===== src/hdl/qos_pkg.sv =====
/*
 * Shared constants and types for the ingress queue mapping and policing block.
 * Assumes a 16-bit APB byte address whose top nibble carries the port number.
 */
package qos_pkg;

    // ************************************************************
    // Register map
    // ************************************************************
    localparam logic [11:0] OFS_POINTER = 12'h804;
    localparam logic [11:0] OFS_PRIO_MAP = 12'h808;
    localparam logic [11:0] OFS_POLICE = 12'h80C;
    localparam logic [11:0] OFS_MONITOR = 12'h810;
    localparam logic [3:0] PORT_FIRST = 4'h1;
    localparam logic [3:0] PORT_LAST = 4'h3;
    localparam int NUM_PORTS = 3;
    localparam int ADDR_W = 16;

    // ************************************************************
    // Field layout and reset values
    // ************************************************************
    localparam logic [31:0] PRIO_MAP_RESET = 32'h3322_1100;
    localparam logic [11:0] POLICE_RESET = 12'h020;
    localparam int POL_ENABLE = 0;
    localparam int POL_BLIND = 1;
    localparam int POL_DROP_SRP = 2;
    localparam int POL_REMAP = 3;
    localparam int POL_MARK = 4;
    localparam int POL_NONIP_LO = 5;
    localparam int POL_PORT_BASED = 7;
    localparam int POL_TYPE_LO = 8;
    localparam int POL_DROP_ALL = 10;
    localparam int POL_DROPPED_ONLY = 11;
    localparam int POL_W = 12;
    localparam int PTR_PORT_LO = 16;
    localparam int PTR_QUEUE_LO = 0;
    localparam int MAP_FIELD_W = 4;

    // ************************************************************
    // Colors double as monitor type codes; 00 is the drop count
    // ************************************************************
    localparam logic [1:0] TYPE_DROPPED = 2'h0;
    localparam logic [1:0] COLOR_GREEN = 2'h1;
    localparam logic [1:0] COLOR_YELLOW = 2'h2;
    localparam logic [1:0] COLOR_RED = 2'h3;
    localparam int CNT_W = 32;
    localparam int CNT_IDX_W = 6;

    typedef enum logic [2:0] {
        ST_IDLE = 3'b001,
        ST_WR_FIRST = 3'b010,
        ST_WR_SECOND = 3'b100
    } cnt_state_t;

    // Packet presented by the classifier and meter
    typedef struct packed {
        logic [1:0] port;
        logic [2:0] priority_value;
        logic is_ip;
        logic is_srp;
        logic [1:0] dscp_color;
        logic [1:0] remap_color;
        logic [1:0] meter_color;
        logic early_drop_over_max;
        logic early_drop_random;
    } pkt_in_t;

    // Decision returned for that packet
    typedef struct packed {
        logic [1:0] queue;
        logic [1:0] color;
        logic drop;
        logic mark_dscp;
        logic [1:0] rate_port;
    } decision_t;

endpackage


===== src/hdl/ingress_queue_map_policer.sv =====
/*
 * Per-port ingress queue mapping, policing control and packet monitor
 * counting for a three-port switch, with APB register access.
 * Assumes packet inputs come from same-clock logic (meter, classifier).
 */
// The APB interface to the registers was decided locally.
// Overview of operation
// Each port holds eight 4-bit fields, field p at bits 4p+3:4p, giving queue.
// Only the low two bits of each field choose the queue.
// Reset maps priorities 7,6 to 3; 5,4 to 2; 3,2 to 1; 1,0 to 0.
// Bit 0 enables policing and early drop together; off after reset.
// Bit 1 chooses color-blind (1) or color-aware (0) metering.
// Bit 2 allows SRP packets to be dropped; clear exempts them.
// Bit 3 remaps the DSCP-derived color in color-aware mode.
// Bit 4 enables marking the policing color into DSCP.
// Bits 6:5 give the color of non-IP frames, reset 01.
// Bit 7 polices per port; clear uses port index 0 rates per queue.
// Bits 9:8 pick monitor type: 11 red, 10 yellow, 01 green, 00 dropped.
// Bit 10 drops all while over maximum; clear uses random drop decision.
// Bit 11 counts only dropped packets of a color; clear counts all.
// Pointer holds port index at 18:16 and queue at 1:0.
// With policing off nothing is dropped or recolored; mapping still applies.
// Software sets the pointer before reading the monitor counter.
`timescale 1ns/1ps
module ingress_queue_map_policer
    import qos_pkg::*;
(
    input wire logic pclk,
    input wire logic presetn,
    input wire logic psel,
    input wire logic penable,
    input wire logic pwrite,
    input wire logic [ADDR_W-1:0] paddr,
    input wire logic [31:0] pwdata,
    output logic [31:0] prdata,
    output logic pready,
    output logic pslverr,
    input wire logic pkt_valid,
    input wire pkt_in_t pkt,
    output logic pkt_ready,
    output logic dec_valid,
    output decision_t dec
);

    // ************************************************************
    // State
    // ************************************************************
    // All block state in one record
    typedef struct packed {
        logic [NUM_PORTS-1:0][31:0] prio_map;
        logic [NUM_PORTS-1:0][POL_W-1:0] police;
        logic [2:0] ptr_port;
        logic [1:0] ptr_queue;
        cnt_state_t st;
        logic [CNT_IDX_W-1:0] idx_first;
        logic [CNT_IDX_W-1:0] idx_second;
        logic inc_second;
        logic mon_ready;
        logic [31:0] rdata;
        logic dec_valid;
        decision_t dec;
    } state_t;

    state_t cur;
    state_t nxt;

    // Counter store hookup
    logic [CNT_W-1:0] ram_rd_a;
    logic [CNT_W-1:0] ram_rd_b;
    logic ram_wr_en;
    logic [CNT_IDX_W-1:0] ram_wr_addr;
    logic [CNT_W-1:0] ram_wr_data;
    logic [CNT_IDX_W-1:0] ram_rd_addr_a;
    logic [CNT_IDX_W-1:0] ram_rd_addr_b;

    // ************************************************************
    // Helpers
    // ************************************************************
    // Counter index from port, queue and type
    // Type 00 is the drop count; colors never alias it
    function automatic logic [CNT_IDX_W-1:0] cnt_index(input logic [1:0] port,
                                                      input logic [1:0] queue,
                                                      input logic [1:0] kind);
        cnt_index = {port, queue, kind};
    endfunction

    // Police control of a port; out-of-range ports read as reset value
    // Software may aim the pointer past the last port
    function automatic logic [POL_W-1:0] police_of(input state_t s, input logic [2:0] port);
        police_of = POLICE_RESET;
        if (port < 3'(NUM_PORTS)) begin
            police_of = s.police[port[1:0]];
        end
    endfunction

    // Worse of two colors; red outranks yellow outranks green
    // Codes rise with severity, so a compare suffices
    function automatic logic [1:0] worse(input logic [1:0] a, input logic [1:0] b);
        worse = (a > b) ? a : b;
    endfunction

    // ************************************************************
    // APB decode
    // ************************************************************
    // Address fields of the current transfer
    logic [3:0] acc_port_n;
    logic [11:0] acc_ofs;
    logic port_ok;
    logic [1:0] acc_idx;
    logic hit_ptr;
    logic hit_map;
    logic hit_pol;
    logic hit_mon;
    logic acc_phase;

    // Top nibble is the port; offsets repeat per port
    always_comb begin
        acc_port_n = paddr[ADDR_W-1:ADDR_W-4];
        acc_ofs = paddr[11:0];
        port_ok = (acc_port_n >= PORT_FIRST) && (acc_port_n <= PORT_LAST);
        acc_idx = 2'(acc_port_n - PORT_FIRST);
        hit_ptr = port_ok && (acc_ofs == OFS_POINTER);
        hit_map = port_ok && (acc_ofs == OFS_PRIO_MAP);
        hit_pol = port_ok && (acc_ofs == OFS_POLICE);
        hit_mon = port_ok && (acc_ofs == OFS_MONITOR);
        acc_phase = psel && penable;
    end

    // Monitor reads wait one cycle for the registered counter word
    // Other accesses never wait
    always_comb begin
        pready = !(hit_mon && !pwrite && !cur.mon_ready);
        pslverr = acc_phase && pready && !(hit_ptr || hit_map || hit_pol || hit_mon);
        prdata = cur.rdata;
    end

    // ************************************************************
    // Packet decision
    // ************************************************************
    logic [POL_W-1:0] pkt_pol;
    logic [1:0] in_color;
    logic [1:0] policed_color;
    logic early_drop;
    decision_t pkt_dec;
    logic count_color;

    // Result is registered on the taking edge
    // The classifier never presents port 3
    always_comb begin
        pkt_pol = police_of(cur, {1'b0, pkt.port});
        // map field by priority
        // low two bits only
        pkt_dec.queue = cur.prio_map[pkt.port][MAP_FIELD_W*pkt.priority_value +: 2];
        // non-IP color
        // Non-IP frames carry no DSCP
        // DSCP remap
        if (!pkt.is_ip) begin
            in_color = pkt_pol[POL_NONIP_LO +: 2];
        end else if (pkt_pol[POL_REMAP]) begin
            in_color = pkt.remap_color;
        end else begin
            in_color = pkt.dscp_color;
        end
        // blind or aware metering
        if (pkt_pol[POL_BLIND]) begin
            policed_color = pkt.meter_color;
        end else begin
            policed_color = worse(in_color, pkt.meter_color);
        end
        // drop all or random drop
        early_drop = pkt_pol[POL_DROP_ALL] ? pkt.early_drop_over_max : pkt.early_drop_random;
        // SRP exemption
        // Reserved streams are spared by default
        if (pkt.is_srp && !pkt_pol[POL_DROP_SRP]) begin
            early_drop = 1'b0;
        end
        // one enable for policing and early drop
        // disabled means no drop or recolor
        if (pkt_pol[POL_ENABLE]) begin
            pkt_dec.color = policed_color;
            pkt_dec.drop = early_drop;
            // DSCP color marking
            pkt_dec.mark_dscp = pkt_pol[POL_MARK];
        end else begin
            // Input color passes untouched
            pkt_dec.color = in_color;
            pkt_dec.drop = 1'b0;
            pkt_dec.mark_dscp = 1'b0;
        end
        // aggregate rates use port index 0
        // Port 0 rate settings serve all ports then
        pkt_dec.rate_port = pkt_pol[POL_PORT_BASED] ? pkt.port : 2'h0;
        // dropped-only color counting
        // Color 00 has no counter of its own
        count_color = (pkt_dec.color != TYPE_DROPPED)
                      && (!pkt_pol[POL_DROPPED_ONLY] || pkt_dec.drop);
    end

    // ************************************************************
    // Next state
    // ************************************************************
    // Police control of the pointed port
    logic [POL_W-1:0] ptr_pol;

    // A counted packet holds the input one or two cycles
    always_comb begin
        nxt = cur;
        ram_wr_en = 1'b0;
        ram_wr_addr = cur.idx_first;
        ram_wr_data = ram_rd_a + 32'h0000_0001;
        ram_rd_addr_a = cur.idx_second;
        ptr_pol = police_of(cur, cur.ptr_port);
        // monitor type from the pointed port
        // pointer chooses the counter read
        ram_rd_addr_b = cnt_index(cur.ptr_port[1:0], cur.ptr_queue, ptr_pol[POL_TYPE_LO +: 2]);
        pkt_ready = (cur.st == ST_IDLE);
        nxt.dec_valid = 1'b0;

        // Register writes take effect in the completing access cycle
        // A refused access decodes no hit and changes nothing
        if (acc_phase && pready && pwrite) begin
            // pointer fields
            if (hit_ptr) begin
                nxt.ptr_port = pwdata[PTR_PORT_LO +: 3];
                nxt.ptr_queue = pwdata[PTR_QUEUE_LO +: 2];
            end
            // Reserved map bits are kept as written
            if (hit_map) begin
                nxt.prio_map[acc_idx] = pwdata;
            end
            // Bits above the control field read as zero
            if (hit_pol) begin
                nxt.police[acc_idx] = pwdata[POL_W-1:0];
            end
        end

        // Read data captured for the next completing read
        nxt.mon_ready = acc_phase && hit_mon && !pwrite && !cur.mon_ready;
        if (psel && !penable) begin
            nxt.rdata = '0;
            if (hit_ptr) begin
                nxt.rdata[PTR_PORT_LO +: 3] = cur.ptr_port;
                nxt.rdata[PTR_QUEUE_LO +: 2] = cur.ptr_queue;
            end
            if (hit_map) begin
                nxt.rdata = cur.prio_map[acc_idx];
            end
            if (hit_pol) begin
                nxt.rdata[POL_W-1:0] = cur.police[acc_idx];
            end
        end
        // Counter word is taken in the first access cycle so that it
        // stands on prdata in the completing one
        if (nxt.mon_ready) begin
            nxt.rdata = ram_rd_b;
        end

        // Counter update: read, then write the word plus one
        // Reads are registered, hence separate write states
        case (cur.st)
            ST_IDLE: begin
                if (pkt_valid) begin
                    nxt.dec = pkt_dec;
                    nxt.dec_valid = 1'b1;
                    nxt.inc_second = count_color && pkt_dec.drop;
                    nxt.idx_second = cnt_index(pkt.port, pkt_dec.queue, TYPE_DROPPED);
                    if (count_color) begin
                        nxt.idx_first = cnt_index(pkt.port, pkt_dec.queue, pkt_dec.color);
                    end else begin
                        nxt.idx_first = cnt_index(pkt.port, pkt_dec.queue, TYPE_DROPPED);
                    end
                    ram_rd_addr_a = nxt.idx_first;
                    // Nothing to count keeps the machine idle
                    if (count_color || pkt_dec.drop) begin
                        nxt.st = ST_WR_FIRST;
                    end
                end
            end
            ST_WR_FIRST: begin
                // Second word is read now for the next write
                ram_wr_en = 1'b1;
                ram_rd_addr_a = cur.idx_second;
                nxt.idx_first = cur.idx_second;
                nxt.st = cur.inc_second ? ST_WR_SECOND : ST_IDLE;
            end
            ST_WR_SECOND: begin
                // Drop count of the same packet
                ram_wr_en = 1'b1;
                nxt.st = ST_IDLE;
            end
            default: begin
                // Unused codes fall back to idle
                nxt.st = ST_IDLE;
            end
        endcase
    end

    // ************************************************************
    // Registers
    // ************************************************************
    // Reset values; R3 default queue map lives in the package constant
    // Counters are not reset; they start at zero
    always_ff @(posedge pclk or negedge presetn) begin
        if (!presetn) begin
            // default priority map
            cur.prio_map <= {NUM_PORTS{PRIO_MAP_RESET}};
            // policing off at reset
            cur.police <= {NUM_PORTS{POLICE_RESET}};
            cur.ptr_port <= '0;
            cur.ptr_queue <= '0;
            cur.st <= ST_IDLE;
            cur.idx_first <= '0;
            cur.idx_second <= '0;
            cur.inc_second <= 1'b0;
            cur.mon_ready <= 1'b0;
            cur.rdata <= '0;
            cur.dec_valid <= 1'b0;
            cur.dec <= '0;
        end else begin
            cur <= nxt;
        end
    end

    // Decision outputs come from flip-flops
    always_comb begin
        dec_valid = cur.dec_valid;
        dec = cur.dec;
    end

    // ************************************************************
    // Counter store
    // ************************************************************
    // Port a serves packets, port b the monitor
    monitor_counter_ram u_counters (
        .pclk(pclk),
        .wr_en(ram_wr_en),
        .wr_addr(ram_wr_addr),
        .wr_data(ram_wr_data),
        .rd_addr_a(ram_rd_addr_a),
        .rd_data_a(ram_rd_a),
        .rd_addr_b(ram_rd_addr_b),
        .rd_data_b(ram_rd_b)
    );

endmodule


===== src/hdl/monitor_counter_ram.sv =====
/*
 * Counter store for the packet monitor: one write port, two read ports,
 * read data registered. Assumes single clock and that the writer never
 * needs a word it writes in the same cycle.
 */
`timescale 1ns/1ps
module monitor_counter_ram
    import qos_pkg::*;
(
    input wire logic pclk,
    input wire logic wr_en,
    input wire logic [CNT_IDX_W-1:0] wr_addr,
    input wire logic [CNT_W-1:0] wr_data,
    input wire logic [CNT_IDX_W-1:0] rd_addr_a,
    output logic [CNT_W-1:0] rd_data_a,
    input wire logic [CNT_IDX_W-1:0] rd_addr_b,
    output logic [CNT_W-1:0] rd_data_b
);

    // ************************************************************
    // Storage
    // ************************************************************
    logic [CNT_W-1:0] mem [0:(1<<CNT_IDX_W)-1];

    // Cleared at start so every count begins at zero
    initial begin
        for (int i = 0; i < (1 << CNT_IDX_W); i++) begin
            mem[i] = '0;
        end
    end

    // Write and registered reads
    always_ff @(posedge pclk) begin
        if (wr_en) begin
            mem[wr_addr] <= wr_data;
        end
        rd_data_a <= mem[rd_addr_a];
        rd_data_b <= mem[rd_addr_b];
    end

endmodule


===== config.mk =====
export PLATFORM = sky130hd
export DESIGN_NAME = ingress_queue_map_policer
export DESIGN_NICKNAME = d
export VERILOG_FILES = /design/src/hdl/qos_pkg.sv /design/src/hdl/ingress_queue_map_policer.sv /design/src/hdl/monitor_counter_ram.sv
export SDC_FILE = /design/constraint.sdc
export NUM_CORES = 2
export LEC_CHECK = 0
export BUFFER_PORTS_ARGS = -buffer_cell sky130_fd_sc_hd__buf_2
export CAP_MARGIN = 15
export CORE_ASPECT_RATIO = 0.8
export CORE_UTILIZATION = 25
export CTS_BUF_LIST = sky130_fd_sc_hd__clkbuf_8 sky130_fd_sc_hd__clkbuf_16
export CTS_CLUSTER_SIZE = 16
export DETAILED_ROUTE_END_ITERATION = 8
export PLACE_DENSITY = 0.47
export SLEW_MARGIN = 20
export SYNTH_ARGS = -nofsm -noshare
export SYNTH_HDL_FRONTEND = slang
export SYNTH_SLANG_ARGS = --single-unit

===== constraint.sdc =====
create_clock -name pclk -period 4.8 [get_ports pclk]
set_input_delay 0.24 -clock pclk [delete_from_list [all_inputs] [get_ports pclk]]
set_output_delay 0.24 -clock pclk [all_outputs]
set_load 0.01 [all_outputs]

# Yosys cells after proc, flatten, opt, wreduce, memory -nomap -nowiden
# Memories as Yosys holds them, arrays and structs flattened. A register that Yosys moved wholly into a read port is not among the register bits.
# Index checks and enable logic that the tools add are counted.
word_totals:
  reg_bits: 193
  ram_bits: 2048
  in_bits: 69
  output_inout_bits: 44
  elab_cells: 128
  n_memories: 1
classes:
  n_addsub: 2
  order_cmp: 9
  eq_ne: 9
  shift: 1
  mux: 45
  reduce_logical: 41
mem_list:
  columns: ["name", "words", "width", "rd", "rd_ports_with_merged_regs", "write_ports", "line", "rtl"]
  rows:
  - ["u_counters.mem", 64, 32, 2, 2, 1, "monitor_counter_ram.sv:23", "logic [CNT_W-1:0] mem [0:(1<<CNT_IDX_W)-1];"]
ops:
  columns: ["cell", "n"]
  rows:
  - ["32-bit 2-to-1 mux", 6]
  - ["32-bit binary-select mux with 2-bit select", 2]
  - ["96-bit bitwise mux", 1]
  - ["12-bit binary-select mux with 2-bit select", 3]
  - ["32-bit demux with 2-bit select", 1]
  - ["12-bit 2-to-1 mux", 5]
  - ["12-bit == test, second input constant", 4]
  - ["36-bit bitwise mux", 1]
  - ["32-bit by 1-bit adder with 32-bit output, second input constant", 1]
  - ["32-bit by 6-bit indexed part select with 2-bit output", 1]
  - ["12-bit demux with 2-bit select", 1]
  - ["10-bit 2-to-1 mux", 2]
  - ["1-bit logical AND", 19]
  - ["9-bit 2-to-1 mux", 2]
  - ["16-bit 2-to-1 mux", 1]
  - ["2-bit 2-to-1 mux", 7]
  - ["6-bit 2-to-1 mux", 2]
  - ["6-bit case mux with 2 select lines", 1]
  - ["2-bit AND reduction", 6]
  - ["2-bit by 3-bit less-than comparator with 1-bit output, second input constant", 3]
  - ["3-bit 2-to-1 mux", 3]
  - ["1-bit logical NOT", 7]
  - ["3-bit case mux with 2 select lines", 1]
  - ["2-bit nonzero test", 3]
  - ["16 further kinds", 24]

# Longest topological paths before layout
depth:
  ltp_word: 15
  depth_mapped: 22
  depth_no_buf: 15

# By module
# A second synthesis with hierarchy kept.
hier_totals:
  hier_cells: 5334
  hier_area_um2: 105995.4
modules_own_cells:
  columns: ["mod", "instances", "cells_each", "area_per_inst_um2", "seq_area_each_um2"]
  rows:
  - ["monitor_counter_ram", 1, 4412, 95660.5, 62780.2]
  - ["ingress_queue_map_policer", 1, 922, 10334.9, 4814.6]

# Least setup slack after synthesis
# OpenSTA, ideal clock, no wires.
synth_path:
  path_kind: "register to register"
  start: "register u_counters.rd_data_a[2], read port of u_counters.mem"
  end: "memory u_counters.mem[0][31] (data pin)"
  setup_time_ps: 568
  arrival_time_ps: 3581
  t_required_ps: 4232
  setup_slack_ps: 651
  path_stages_with_launch: 11
  n_path_buf: 1
  synth_period_minus_slack_ps: 4149
  cell_sequence: "dfxtp_1 -> and3_1 -> and3_1 -> and2_1 -> and3_1 -> clkbuf_1 -> and3_1 -> inv_1 -> nor2_1 -> nand4_1 -> xnor2_1"
synth_via:
  elab_chain_cells: 1
synth_lines:
  columns: ["item", "line", "rtl"]
  rows:
  - ["from (decl)", "monitor_counter_ram.sv:15", "output logic [CNT_W-1:0] rd_data_a,"]
  - ["32-bit by 1-bit adder with 32-bit output", "ingress_queue_map_policer.sv:210", "ram_wr_data = ram_rd_a + 32'h0000_0001;"]
  - ["named net ram_wr_data[31]", "ingress_queue_map_policer.sv:72", "logic [CNT_W-1:0] ram_wr_data;"]
  - ["to (decl)", "monitor_counter_ram.sv:23", null]
# The timed path passes the listed nets, and every way through them passes these cells.

# Worst setup path after layout
layout_path:
  start: "register cur[69] in the netlist's numbering"
  end: "register u_counters.rd_data_a[30], read port of u_counters.mem"
layout_via:
  elab_chain_cells: 13
layout_lines:
  columns: ["item", "line", "rtl"]
  rows:
  - ["from (decl)", "ingress_queue_map_policer.sv:64", "state_t cur;"]
  - ["from (signal assigned)", "ingress_queue_map_policer.sv:320", "cur <= nxt;"]
  - ["12-bit binary-select mux with 2-bit select (*)", "ingress_queue_map_policer.sv:92", "police_of = s.police[port[1:0]];"]
  - ["12-bit 2-to-1 mux (not written as such) (*)", "ingress_queue_map_policer.sv:92", null]
  - ["12-bit 2-to-1 mux (*)", "ingress_queue_map_policer.sv:91", "if (port < 3'(NUM_PORTS)) begin"]
  - ["2-bit 2-to-1 mux (*)", "ingress_queue_map_policer.sv:157", "if (!pkt.is_ip) begin"]
  - ["2-bit greater-than comparator", "ingress_queue_map_policer.sv:99", "worse = (a > b) ? a : b;"]
  - ["2-bit 2-to-1 mux", "ingress_queue_map_policer.sv:99", null]
  - ["2-bit 2-to-1 mux", "ingress_queue_map_policer.sv:165", "if (pkt_pol[POL_BLIND]) begin"]
  - ["4-bit 2-to-1 mux (*)", "ingress_queue_map_policer.sv:179", "if (pkt_pol[POL_ENABLE]) begin"]
  - ["2-bit nonzero test", "ingress_queue_map_policer.sv:195", "count_color = (pkt_dec.color != TYPE_DROPPED)"]
  - ["1-bit logical AND", "ingress_queue_map_policer.sv:196", "&& (!pkt_pol[POL_DROPPED_ONLY] || pkt_dec.drop);"]
  - ["2-bit 2-to-1 mux (*)", "ingress_queue_map_policer.sv:267", "if (count_color) begin"]
  - ["6-bit 2-to-1 mux (*)", "ingress_queue_map_policer.sv:262", "if (pkt_valid) begin"]
  - ["6-bit 2-to-1 mux (*)", "ingress_queue_map_policer.sv:260", "case (cur.st)"]
# Mark *: on every way between the ends. The rest lies on a longest branch, timed or not. The select of a mux whose other input is x is not followed.
# A chain may end at the register's enable or synchronous reset.

==> results.cfg <==
[run_status]
status = finished with violations
violations = design-rule violations, negative hold slack, negative setup slack

[clock_network]
htree_levels = 4
path_clk_slew_ns = 0.06
cts_buffer_depth = 4
cts_made_buffers = 245
clkLatencyLatePin_ns = 0.97
tritoncts = done
cts_root_buf = clkbuf_16
clock-sinks = 2303

[logic_synthesis]
synth.mux.area_fraction_pct = 11.7
synth_fa_ha_area_share_pct = 0.0901
ys.flop_type = edfxtp_1
synthSimpleGateAreaFrac_pct = 9.58
syn_inst = 8788
syn-num-nets = 8865
ys_seq_area_share_pct = 60.8
ys_types = 97
syn_avg_cell_area_sq_um = 12.6
synth_top_family_by_area = compound AO/OA/AOI/OAI gates
ys_ff_latch = 2303
synth_edf_count = 2048
synth_xor_area_share_pct = 0.252
synth_compound_area_share_pct = 14.1
async_flop_share_pct = 8.29
yosysWarnings = 0
syn_area_sq_mm = 0.111

[timing]
fin_crit_ns = 4.85
finalCritPeriodShare_pct = 101
fin_tns_setup_ns = -0.0531
worst_pin_slew_ns = 1.25
rsz0062_at_grt = false
skew_ns = 0.0641
final-setup-viol-count = 1
hold_viol_final = 8
max_slew_margin_pct = 16.8
fin_ws_ns = -0.0531
whs_ns = -0.0275
maxSlewViolCount = 0
fmax_mhz = 206

[global_route]
grt_overflow = 0
grt_pass1_wl_um = 726000
grt_util_met2_pct = 31.3
use_met1_pct = 32.7
grt_pass1_vias = 83700
grt_busiest_layer = met1
antenna_found_initial = 65
grt_util_met3_pct = 9.50
groute.usage.overall_pct = 23.1
grt_max_degree = 128

[power]
total_power_mw = 56.7
ir_drop_v = 0.000329
comb_power_share_pct = 21.1
clockPowerShare_pct = 33.8
p_leak_nw = 42.9
power_density_mw_per_mm2 = 428
sw_frac_of_total_pct = 32.2
internal-power_mw = 38.4
p_seq_share_pct = 45.1
power.switching_mw = 18.3

[final_layout]
final_cell_mix = 2,048 x edfxtp_1, 881 x nand2_1, 810 x o21ai_0
fillers = 44100
area_delta_synth_final_pct = 19.3
instances_no_fill = 15200
layout_commonest_cell = edfxtp_1
final_nets = 9195
drive_gt1_share_pct = 20.6

[floorplan]
die_w_um = 747
initial_core_util_pct = 25.2
die_h_um = 598
core-area_sq_mm = 0.442
die_area_sq_mm = 0.447
pin_count = 113
fp-row-count = 218

[route]
wire_per_inst_um = 35.5
vias_per_cell = 5.92
ant_nets = 0
num_vias = 90000
drtIter0Drc = 16000
drtPass1Iterations = 9
post-route-drc-count = 24
wl_um = 539000

[placed_design]
place.gp.congestion = 0.922
post-place-ws_ns = -0.929
io_buffers = 112
place_inst = 14700
dpl.hpwl_um = 336000

[setup_path]
critical_path.max_fanout = 8
reg2reg_slack_ns = -0.05
cp-start-kind = register
cp-end-kind = register
critPathLaunch = cur[69]
worstSetupEndpoint = u_counters.rd_data_a[30]
critical_path_required_ns = 5.69
worstSetupPathType = reg -> reg
rr_worst_depth = 18
worstReg2RegStart = cur[69]
arrival_ns = 5.74
r2r_end = u_counters.rd_data_a[30]

[run]
drv_cap = 0

[worst_hold_path]
hp-class = in -> async
[flip-flops by register name (all words and copies together) (netlist names)]
name,flops
prdata,32
u_counters.rd_data_b,32
cur,145
u_counters.mem,2048
dec,7
u_counters.rd_data_a,32
dec_valid,1
ram_wr_addr,6
[kinds of logic after synthesis]
group,Yosys count
mux,902
buf+inv,862
flops,2303
simple gates,2243
xor+xnor,32
fa+ha+maj,8
compound gates,2438
[critical path, cell delays in order (launching register included)]
cell and delay [ns]:
dfrtp_1 0.40, mux2_2 0.26, a221o_1 0.38, nand3_1 0.14, inv_1 0.08, ha_1 0.29
nor2b_1 0.17, o21ai_4 0.31, o211ai_1 0.15, buf_4 0.20, o21a_4 0.21, nor2_4 0.35
buf_4 0.31, buf_4 0.30, nand2_1 0.09, nand3_1 0.08, a21oi_1 0.13, o41ai_4 0.64
a32o_1 0.27
[cell type report]
cell class                      count  area (sq um)  area share (%)
Sequential cell                  2303         67600            51.0
Multi-Input combinational cell   5623         40800            30.8
Timing Repair Buffer              924          8830            6.66
Tap cell                         5830          7290            5.50
Clock buffer                      260          6360            4.80
Clock inverter                    193          1480            1.11
Inverter                           21          86.3          0.0651
Antenna cell                       30          75.1          0.0566
[how the worst min path moves through the flow]
stage | start | endpoint | slack [ns] | cells past startpoint
3_5_place_dp | dec[0] | dec[0] | 0.46 | 2
5_1_grt | presetn | prdata[5] | 0.05 | 2
3_3_place_gp | presetn | prdata[5] | 0.46 | 1
6_report | presetn | prdata[5] | -0.03 | 2
2_1_floorplan | presetn | cur[100] | -0.06 | 0
4_1_cts | paddr[13] | cur[135] | 0.01 | 5
[routing by layer]
metal | up-vias | part of all wire (%) | routed length (um)
met4 | 44 | 4.1 | 22200
met1 | 46200 | 41 | 222000
li1 | 35200 | - | -
met5 | - | 0.053 | 287
met3 | 1265 | 16 | 83700
met2 | 7293 | 39 | 211000
[power by group through the flow]
stage	clock [mW]	combinational [mW]	sequential (mW)
5_1_grt	20.0	12.1	25.6
6_report	19.2	11.9	25.6
3_5_place_dp	0	11.2	25.9
2_1_floorplan	0	4.39	25.9
4_1_cts	19.3	11.3	25.5
3_3_place_gp	0	11.0	25.9
[cell usage after synthesis, drive strengths merged (17+ instances only)]
cell	number	share of area, %
edfxtp	2048	55
nand2	893	3.0
o21ai	823	3.7
or3	492	2.8
clkbuf	458	1.5
a21oi	457	2.1
mux2i	427	3.9
buf	383	1.9
nor2	325	1.1
mux4	296	6.0
o211ai	262	1.8
a211oi	186	1.3
nand3	183	0.82
mux2	179	1.8
dfrtp	163	3.7
nor3	157	0.72
a31oi	97	0.55
a311oi	95	0.75
a221oi	91	0.73
nor2b	74	0.42
o22ai	71	0.40
o221ai	65	0.51
dfxtp	64	1.2
a22oi	57	0.39
and3	56	0.32
a32oi	33	0.26
dfstp	28	0.66
xnor2	26	0.20
a21o	21	0.14
a32o	20	0.18
inv	20	0.070
o2bb2ai	18	0.15
a221o	17	0.15
a22o	17	0.13
[stage by stage]
step / instance area (sq um) / utilization (%)
2_1_floorplan: 111000 / -
3_3_place_gp: 124000 / 28.1
3_5_place_dp: 124000 / 28.1
4_1_cts: 132000 / 30.0
5_1_grt: 133000 / 30.0
6_report: 133000 / 30.0
[timing repair]
action                     4_1_cts  5_1_grt
pin swaps                        1        2
hold buffers                    44        0
buffers inserted                 3        3
setup endpoints to repair       32       19
gates resized for setup         12       16
hold endpoints to repair       290        0
Power figures use the tool's default switching activity.
